**src/inc/parallel_output_consts.svh**
```systemverilog
// constants for the parallel output port: offsets, fields, reset values, timing
`ifndef PARALLEL_OUTPUT_CONSTS_SVH
`define PARALLEL_OUTPUT_CONSTS_SVH
// ====================================================
// register offsets (word select values, compared with bus_addr[2:1])
`define PO_ADDR_W 3
`define PO_OFS_CTRL 2'h0
`define PO_OFS_WORD 2'h1
`define PO_OFS_IN 2'h2
// register select bits and byte lane within the word
`define PO_SEL_HI 2
`define PO_SEL_LO 1
`define PO_BYTE_HI 0
`define PO_LANE_W 8
// ====================================================
// control word fields
`define PO_CTRL_UC0 0
`define PO_CTRL_UC1 1
`define PO_CTRL_IEB 5
`define PO_CTRL_IEA 6
`define PO_CTRL_RESET 16'h0000
`define PO_CTRL_MASK 16'h0063
`define PO_WORD_RESET 16'h0000
// ====================================================
// timing and buffer depth
`define PO_CLK_NS 4
`define PO_STROBE_NS 750
`define PO_FIFO_DEPTH 8
`endif

```
**src/inc/parallel_output_pkg.sv**
```systemverilog
// types shared by the parallel output port
package parallel_output_pkg;
    typedef enum logic [1:0] {
        SEQ_IDLE = 2'b00,
        SEQ_LOAD = 2'b01,
        SEQ_SETUP = 2'b10,
        SEQ_PULSE = 2'b11
    } seq_state_t;
endpackage

```
**src/inc/word_fifo_if.sv**
```systemverilog
// carrier between the bus side and the word buffer
`timescale 1ns/100ps
interface word_fifo_if #(parameter int WIDTH = 16);
    logic push_valid;
    logic push_ready;
    logic [WIDTH-1:0] push_data;
    logic pop_valid;
    logic pop_ready;
    logic [WIDTH-1:0] pop_data;
    modport store (input push_valid, push_data, pop_ready,
                   output push_ready, pop_valid, pop_data);
    modport user (output push_valid, push_data, pop_ready,
                  input push_ready, pop_valid, pop_data);
endinterface

```
**src/parallel_output_port.sv**
```systemverilog
// output half of a 16-bit parallel line interface with written strobe
`timescale 1ns/100ps
`include "parallel_output_consts.svh"
module parallel_output_port #(
    parameter int DATA_W = 16,
    parameter int STROBE_NS = `PO_STROBE_NS,
    parameter int FIFO_DEPTH = `PO_FIFO_DEPTH
) (
    // clock and reset
    input wire logic clk,
    input wire logic rst,
    // system bus register port
    input wire logic bus_initialize,
    input wire logic [`PO_ADDR_W-1:0] bus_addr,
    input wire logic bus_write,
    input wire logic bus_byte,
    input wire logic [DATA_W-1:0] bus_wdata,
    input wire logic bus_read,
    output logic [DATA_W-1:0] bus_rdata,
    output logic bus_ready,
    // user device lines
    output logic [DATA_W-1:0] out_line,
    output logic new_data_strobe,
    output logic user_control_bit0,
    output logic user_control_bit1,
    output logic init_out_conn1,
    output logic init_out_conn2
);
    localparam int STROBE_CYCLES = (STROBE_NS + `PO_CLK_NS - 1) / `PO_CLK_NS;
    localparam int CW = $clog2(STROBE_CYCLES + 1);
    localparam logic [CW-1:0] STROBE_C = CW'(STROBE_CYCLES);

    parallel_output_pkg::seq_state_t state_reg, state_next;
    logic [CW-1:0] cnt_reg, cnt_next;
    logic [DATA_W-1:0] parallel_output_word_reg, parallel_output_word_next;
    logic [DATA_W-1:0] shadow_reg, shadow_next;
    logic [DATA_W-1:0] ctrl_reg, ctrl_next;
    logic [DATA_W-1:0] rdata_reg, rdata_next;
    logic strobe_reg, strobe_next;
    logic init_reg;
    logic ready_reg;
    logic [DATA_W-1:0] merged;
    logic [1:0] sel;
    logic wr_word, wr_ctrl;

    word_fifo_if #(.WIDTH(DATA_W)) fq ();

    word_fifo #(
        .WIDTH(DATA_W),
        .DEPTH(FIFO_DEPTH)
    ) u_fifo (
        .clk(clk),
        .rst(rst),
        .flush(bus_initialize),
        .port(fq.store)
    );

    // ====================================================
    // bus decode; word writes refused while the buffer is full
    assign sel = bus_addr[`PO_SEL_HI:`PO_SEL_LO];
    assign wr_word = bus_write && (sel == `PO_OFS_WORD) && fq.push_ready && !bus_initialize;
    assign wr_ctrl = bus_write && (sel == `PO_OFS_CTRL) && !bus_initialize;

    // byte writes merge into the last written word, odd address is high byte
    always_comb
    begin
        merged = bus_wdata;
        if (bus_byte && bus_addr[`PO_BYTE_HI])
            merged = {bus_wdata[DATA_W-1:`PO_LANE_W], shadow_reg[`PO_LANE_W-1:0]};
        else if (bus_byte)
            merged = {shadow_reg[DATA_W-1:`PO_LANE_W], bus_wdata[`PO_LANE_W-1:0]};
    end

    assign fq.push_valid = wr_word;
    assign fq.push_data = merged;
    assign fq.pop_ready = (state_reg == parallel_output_pkg::SEQ_IDLE) && !bus_initialize;

    // ====================================================
    // register file next values
    always_comb
    begin
        shadow_next = shadow_reg;
        ctrl_next = ctrl_reg;
        rdata_next = rdata_reg;
        if (bus_initialize)
        begin
            shadow_next = `PO_WORD_RESET;
            ctrl_next = `PO_CTRL_RESET;
        end
        else
        begin
            if (wr_word)
                shadow_next = merged;
            if (wr_ctrl)
                ctrl_next = bus_wdata & `PO_CTRL_MASK;
        end
        if (bus_read)
        begin
            unique case (sel)
                `PO_OFS_CTRL: rdata_next = ctrl_reg;
                `PO_OFS_WORD: rdata_next = shadow_reg;
                default: rdata_next = '0;
            endcase
        end
    end

    // ====================================================
    // strobe sequencer: pop, load the lines, then raise the strobe
    always_comb
    begin
        state_next = state_reg;
        cnt_next = cnt_reg;
        parallel_output_word_next = parallel_output_word_reg;
        unique case (state_reg)
            parallel_output_pkg::SEQ_IDLE:
                if (fq.pop_valid)
                    state_next = parallel_output_pkg::SEQ_LOAD;
            parallel_output_pkg::SEQ_LOAD:
            begin
                parallel_output_word_next = fq.pop_data;
                state_next = parallel_output_pkg::SEQ_SETUP;
            end
            parallel_output_pkg::SEQ_SETUP:
            begin
                cnt_next = STROBE_C;
                state_next = parallel_output_pkg::SEQ_PULSE;
            end
            parallel_output_pkg::SEQ_PULSE:
            begin
                cnt_next = cnt_reg - 1'b1;
                if (cnt_reg == CW'(1))
                    state_next = parallel_output_pkg::SEQ_IDLE;
            end
        endcase
        if (bus_initialize)
        begin
            state_next = parallel_output_pkg::SEQ_IDLE;
            cnt_next = '0;
            parallel_output_word_next = `PO_WORD_RESET;
        end
        strobe_next = (state_next == parallel_output_pkg::SEQ_PULSE);
    end

    // ====================================================
    // all registers of the port except the check helper hi_cnt
    always_ff @(posedge clk or posedge rst)
    begin
        if (rst)
        begin
            state_reg <= parallel_output_pkg::SEQ_IDLE;
            cnt_reg <= '0;
            parallel_output_word_reg <= `PO_WORD_RESET;
            shadow_reg <= `PO_WORD_RESET;
            ctrl_reg <= `PO_CTRL_RESET;
            rdata_reg <= '0;
            strobe_reg <= 1'b0;
            init_reg <= 1'b0;
            ready_reg <= 1'b0;
        end
        else
        begin
            state_reg <= state_next;
            cnt_reg <= cnt_next;
            parallel_output_word_reg <= parallel_output_word_next;
            shadow_reg <= shadow_next;
            ctrl_reg <= ctrl_next;
            rdata_reg <= rdata_next;
            strobe_reg <= strobe_next;
            init_reg <= bus_initialize;
            ready_reg <= fq.push_ready;
        end
    end

    // outputs straight from flip-flops
    assign out_line = parallel_output_word_reg;
    assign new_data_strobe = strobe_reg;
    assign user_control_bit0 = ctrl_reg[`PO_CTRL_UC0];
    assign user_control_bit1 = ctrl_reg[`PO_CTRL_UC1];
    assign init_out_conn1 = init_reg;
    assign init_out_conn2 = init_reg;
    assign bus_rdata = rdata_reg;
    assign bus_ready = ready_reg;

    // ====================================================
    // checks; helper counts strobe high cycles
    logic [CW:0] hi_cnt;
    always_ff @(posedge clk or posedge rst)
    begin
        if (rst)
            hi_cnt <= '0;
        else
            hi_cnt <= strobe_reg ? hi_cnt + 1'b1 : '0;
    end

    property p_readback;
        @(posedge clk) disable iff (rst)
        (wr_word && !bus_byte) ##1 (!bus_write && !bus_initialize)
        ##1 (bus_read && sel == `PO_OFS_WORD && !bus_write)
        |=> bus_rdata == $past(bus_wdata, 3);
    endproperty
    a_readback: assert property (p_readback) else $error("word readback wrong");

    property p_pulse_after_write;
        @(posedge clk) disable iff (rst)
        (wr_word && state_reg == parallel_output_pkg::SEQ_IDLE && !fq.pop_valid)
        ##1 !bus_initialize [*4] |-> $rose(strobe_reg);
    endproperty
    a_pulse_after_write: assert property (p_pulse_after_write) else $error("no strobe");

    property p_width;
        @(posedge clk) disable iff (rst)
        $fell(strobe_reg) && !$past(bus_initialize) |-> hi_cnt == (CW+1)'(STROBE_CYCLES);
    endproperty
    a_width: assert property (p_width) else $error("strobe width wrong");

    property p_init_clear;
        @(posedge clk) disable iff (rst)
        bus_initialize |=> out_line == '0 && !new_data_strobe && ctrl_reg == '0;
    endproperty
    a_init_clear: assert property (p_init_clear) else $error("init did not clear");

    property p_init_bits;
        @(posedge clk) disable iff (rst)
        bus_initialize |=> !user_control_bit0 && !user_control_bit1
            && !ctrl_reg[`PO_CTRL_IEA] && !ctrl_reg[`PO_CTRL_IEB];
    endproperty
    a_init_bits: assert property (p_init_bits) else $error("control bits kept");

    property p_init_out;
        @(posedge clk) disable iff (rst)
        ##1 (init_out_conn1 == $past(bus_initialize) && init_out_conn2 == init_out_conn1);
    endproperty
    a_init_out: assert property (p_init_out) else $error("init output wrong");

    property p_lines_change;
        @(posedge clk) disable iff (rst)
        $changed(out_line) |-> $past(state_reg) == parallel_output_pkg::SEQ_LOAD
            || $past(bus_initialize);
    endproperty
    a_lines_change: assert property (p_lines_change) else $error("lines moved");

    property p_stable;
        @(posedge clk) disable iff (rst)
        strobe_reg |-> $stable(out_line);
    endproperty
    a_stable: assert property (p_stable) else $error("data moved at strobe");

    property p_ctrl;
        @(posedge clk) disable iff (rst)
        wr_ctrl |=> user_control_bit0 == $past(bus_wdata[0])
            && user_control_bit1 == $past(bus_wdata[1]);
    endproperty
    a_ctrl: assert property (p_ctrl) else $error("control line wrong");
endmodule // parallel_output_port

```
**src/word_fifo.sv**
```systemverilog
// word buffer with registered read data, valid and ready on both sides
`timescale 1ns/100ps
`include "parallel_output_consts.svh"
module word_fifo #(
    parameter int WIDTH = 16,
    parameter int DEPTH = `PO_FIFO_DEPTH
) (
    // clock and resets
    input wire logic clk,
    input wire logic rst,
    input wire logic flush,
    // buffer ports
    word_fifo_if.store port
);
    localparam int PW = $clog2(DEPTH);
    localparam logic [PW:0] DEPTH_C = (PW+1)'(DEPTH);
    localparam logic [PW-1:0] LAST_C = (PW)'(DEPTH - 1);

    logic [WIDTH-1:0] mem [DEPTH];
    logic [PW-1:0] wr_ptr_reg, wr_ptr_next, rd_ptr_reg, rd_ptr_next;
    logic [PW:0] count_reg, count_next;
    logic [WIDTH-1:0] rdata_reg, rdata_next;
    logic do_push, do_pop;

    // honest full and empty straight from the fill count
    assign port.push_ready = (count_reg != DEPTH_C);
    assign port.pop_valid = (count_reg != '0);
    assign port.pop_data = rdata_reg;
    assign do_push = port.push_valid && port.push_ready;
    assign do_pop = port.pop_ready && port.pop_valid;

    // ====================================================
    // storage array, written on accepted pushes
    always_ff @(posedge clk)
    begin
        if (do_push)
            mem[wr_ptr_reg] <= port.push_data;
    end

    // ====================================================
    // pointer, count and read data next values
    always_comb
    begin
        wr_ptr_next = wr_ptr_reg;
        rd_ptr_next = rd_ptr_reg;
        count_next = count_reg;
        rdata_next = rdata_reg;
        if (flush)
        begin
            wr_ptr_next = '0;
            rd_ptr_next = '0;
            count_next = '0;
        end
        else
        begin
            if (do_push)
                wr_ptr_next = (wr_ptr_reg == LAST_C) ? '0 : wr_ptr_reg + 1'b1;
            if (do_pop)
            begin
                rdata_next = mem[rd_ptr_reg]; // data valid the cycle after a pop
                rd_ptr_next = (rd_ptr_reg == LAST_C) ? '0 : rd_ptr_reg + 1'b1;
            end
            if (do_push && !do_pop)
                count_next = count_reg + 1'b1;
            else if (do_pop && !do_push)
                count_next = count_reg - 1'b1;
        end
    end

    // registers of the buffer
    always_ff @(posedge clk or posedge rst)
    begin
        if (rst)
        begin
            wr_ptr_reg <= '0;
            rd_ptr_reg <= '0;
            count_reg <= '0;
            rdata_reg <= '0;
        end
        else
        begin
            wr_ptr_reg <= wr_ptr_next;
            rd_ptr_reg <= rd_ptr_next;
            count_reg <= count_next;
            rdata_reg <= rdata_next;
        end
    end
endmodule // word_fifo

```
**config.mk**
```make
export PLATFORM = sky130hd
export DESIGN_NAME = parallel_output_port
export DESIGN_NICKNAME = d
export VERILOG_FILES = /design/src/inc/parallel_output_pkg.sv /design/src/inc/word_fifo_if.sv /design/src/parallel_output_port.sv /design/src/word_fifo.sv
export VERILOG_INCLUDE_DIRS = /design/src /design/src/inc
export SDC_FILE = /design/constraint.sdc
export NUM_CORES = 1
export LEC_CHECK = 0
export BUFFER_PORTS_ARGS = -buffer_cell sky130_fd_sc_hd__buf_4
export CAP_MARGIN = 0
export CORE_ASPECT_RATIO = 1.25
export CORE_MARGIN = 2
export CORE_UTILIZATION = 55
export CTS_CLUSTER_SIZE = 16
export DETAILED_ROUTE_END_ITERATION = 7
export GPL_TIMING_DRIVEN = 0
export PLACE_DENSITY = 0.74
export SLEW_MARGIN = 20
export SYNTH_ARGS = -nofsm -noshare
export SYNTH_HDL_FRONTEND = slang
export SYNTH_SLANG_ARGS = --single-unit
```
**constraint.sdc**
```tcl
create_clock -name clk -period 9.7 [get_ports clk]
set_input_delay 0.97 -clock clk [delete_from_list [all_inputs] [get_ports clk]]
set_output_delay 0.97 -clock clk [all_outputs]
set_load 0.005 [all_outputs]
```
==> key figures <==
Clocking
  – Clock-pin slew on the worst setup and hold paths: 0.06 ns
  – Hold buffers post-CTS: 0
  – CTS Sinks: 219
  – Worst skew pair latency: 0.49 ns
  – Post-CTS Setup Inserts: 0
  – CTS Buffer Depth: 3
  – Root Driver: clkbuf_16
  – CTS tree: done
  – Post-cts resize count: 0
  – Num CTS Buffers: 21
  – # H-tree levels: 1

Yosys
  – Synth Warn #: 0
  – Sequential area share after synthesis: 0.6811
  – Post-synth cell types: 41
  – Count of state elements after synthesis: 219
  – Mapped Avg Cell Area: 14.15 sq um
  – Cell Area, Synth: 8987 sq um
  – Syn_nets: 669
  – Synthesized instance count: 635
  – Post-synth top flop: edfxtp_1
  – EDFF count, synth: 128
  – Asr flop ratio synth: 0.4155

Layout
  – Reg with most FFs: u_fifo.mem
  – Most frequent cells in the layout: 128 x edfxtp_1, 91 x dfrtp_1, 70 x nor2_1
  – Most common cell after layout, fill and taps aside: edfxtp_1
  – Non-filler cells, final: 966
  – Nets: 770
  – Inserted Diodes: 0
  – Share of layout cells above drive strength 1: 0.2427
  – Final instance area: 10580 sq um
  – Max reg flops: 128
  – Synth-to-Final Area Change: 17.69%

Setup path
  – WS Path Type: input pin to flop
  – Crit path capture type: flop
  – Slowest stage delay, CP: 0.78 ns
  – Slowest CP cell: nor3_2
  – Worst EP required: 9.88 ns
  – Startpoint type of the worst setup path: input pin
  – CP Max Fanout: 10
  – Sequence of cells on the critical path: buf_2, nand3b_1, nor2_2, nand2_1, nor3_2, buf_4
  – CP Data Arrival Time: 3.31 ns

Drt
  – Via count: 5508
  – Routed wire length: 19110 microns
  – First DRT Iteration DRCs: 367
  – ANT nets after route: 0
  – DRC errors left: 0
  – Initial DRT Pass Iterations: 5
  – Vias per cell: 5.702
  – WL per Instance: 19.78 microns

Timing
  – Worst Tran Pin Value: 0.8982 ns
  – Setup TNS: 0 ns
  – Clock skew: 0.01359 ns
  – Minimum clock period: 3.123 ns
  – Worst slew margin: 0.3979
  – Final Hold Violating Endpoints: 0
  – Max Slew Vio Count: 0
  – Period utilisation layout: 0.3220
  – Unrepaired setup endpoints after global routing: false
  – Highest Clock Rate: 320.2 MHz
  – Setup violators final: 0

Floorplanning
  – Die Y: 146.9 microns
  – Die W: 118.3 microns
  – Initial Util: 0.5592
  – Core ar.: 16070 sq um
  – Full die area: 17390 sq um
  – Cell row count: 52
  – # IOs: 63

Global routing
  – Global Route Usage Sum: 0.2284
  – Maximum number of pins on one net before global-route repair: 53
  – Initial antenna violation count: 0
  – Total grt overflow: 0
  – First-pass GRT wire length: 31270 microns
  – Vias in the first global route: 5965

Status
  – Status: finished, final reports clean

Pwr
  – Power per cell area: 242.8 nW/um^2
  – Peak VDD IR: 0.1197 mV
  – LEAKAGE: 0.003994 uW

Worst hold path
  – Hold Path Class: flop to flop

Placement
  – Hpwl dp: 13550 microns
  – Post-Place Cell Area: 9899 sq um
  – Cells after DPL: 929
  – Routability Congestion: 0.8195
  – IO Port Bufs: 61

Job
  – Max-cap violation count: 0
## synthesized netlist by cell type, types with 2 or more instances
cell type	number	area (sq um)
edfxtp_1	128	3844
dfrtp_1	91	2277
nor2_1	72	270.3
nand2_1	60	225.2
a21oi_1	47	235.2
mux4_2	33	743.2
mux2i_1	26	260.3
nor3_1	25	125.1
inv_1	24	90.09
clkbuf_1	21	78.83
o21ai_0	19	95.09
mux2_2	16	180.2
buf_2	10	50.05
ha_1	8	100.1
a211oi_1	6	45.04
nand2b_1	6	37.54
nand3_1	4	20.02
o22ai_1	4	25.02
a311oi_1	3	26.28
nand3b_1	3	22.52
nor4_1	3	18.77
or3_1	3	18.77
buf_1	2	7.510
o211ai_1	2	15.01
o21ai_1	2	10.01
or4_1	2	15.01
## final cells by class
cell class,instances,area (sq um)
clock buffers,32,626.9
inverters,25,96.34
fillers,1171,5493
well taps,216,270.3
multi-input cells,357,2668
clock inverters,5,51.30
flip-flops and latches,219,6121
plain buffers,34,143.9
repair buffers,78,600.6
## path summary, 6_finish.rpt
kind	start	to	slack [ns]	cells past startpoint
setup / recovery	bus_addr[1]	u_fifo.mem[5][3]	6.58	6
hold / removal	cnt_reg[7]	cnt_reg[7]	0.51	1
setup reg to reg	u_fifo.count_reg[2]	u_fifo.count_reg[3]	6.64	8
hold reg to reg	cnt_reg[7]	cnt_reg[7]	0.51	1
max in group asynchronous	rst	shadow_reg[8]	8.51	3
min in group asynchronous	rst	out_line[7]	0.54	2
## per-layer routing
metal	vias to the layer above	track usage	share of wire	routed length, microns
li1	2522	-	-	-
met1	2735	0.2961	0.40	7632
met2	213	0.3974	0.51	9774
met3	38	0.03960	0.066	1270
met4	0	0.06928	0.023	431
met5	-	0	0	0
## per-stage QoR
step                      power [uW]  hold WS [ns]  utilization  worst slack (ns)
after floorplan                 1600        0.4608            -             5.845
after global placement          1754        0.4773       0.6046             4.155
after detailed placement        1788        0.4940       0.6160             6.165
after CTS                       2583        0.5082       0.6582             6.613
after global routing            2697        0.5246       0.6582             6.457
final                           2568        0.5124       0.6582             6.577
## power breakdown
part           switching, uW  leakage (uW)  internal [uW]  total (uW)
registers               71.2       0.00235           1080        1150
clock network            327      0.000331            471         798
logic                    336       0.00131            280         616
## worst max-delay path: cells and delay by family
family / cells / cell delay (ns)
and+or+nand+nor: 4 / 1.79
buffers and inverters: 2 / 0.53
## cell families after synthesis
logic type	count (synthesis)	share of synthesized area
flip-flops	219	0.6811
AND/OR/NAND/NOR	186	0.09370
AO/OA/AOI/OAI	86	0.05276
multiplexers	75	0.1317
buffers and inverters	59	0.02645
adder cells (fa/ha/maj)	9	0.01337
XOR/XNOR	1	0.0009747
Note: power is estimated with default switching activity, not from simulation.
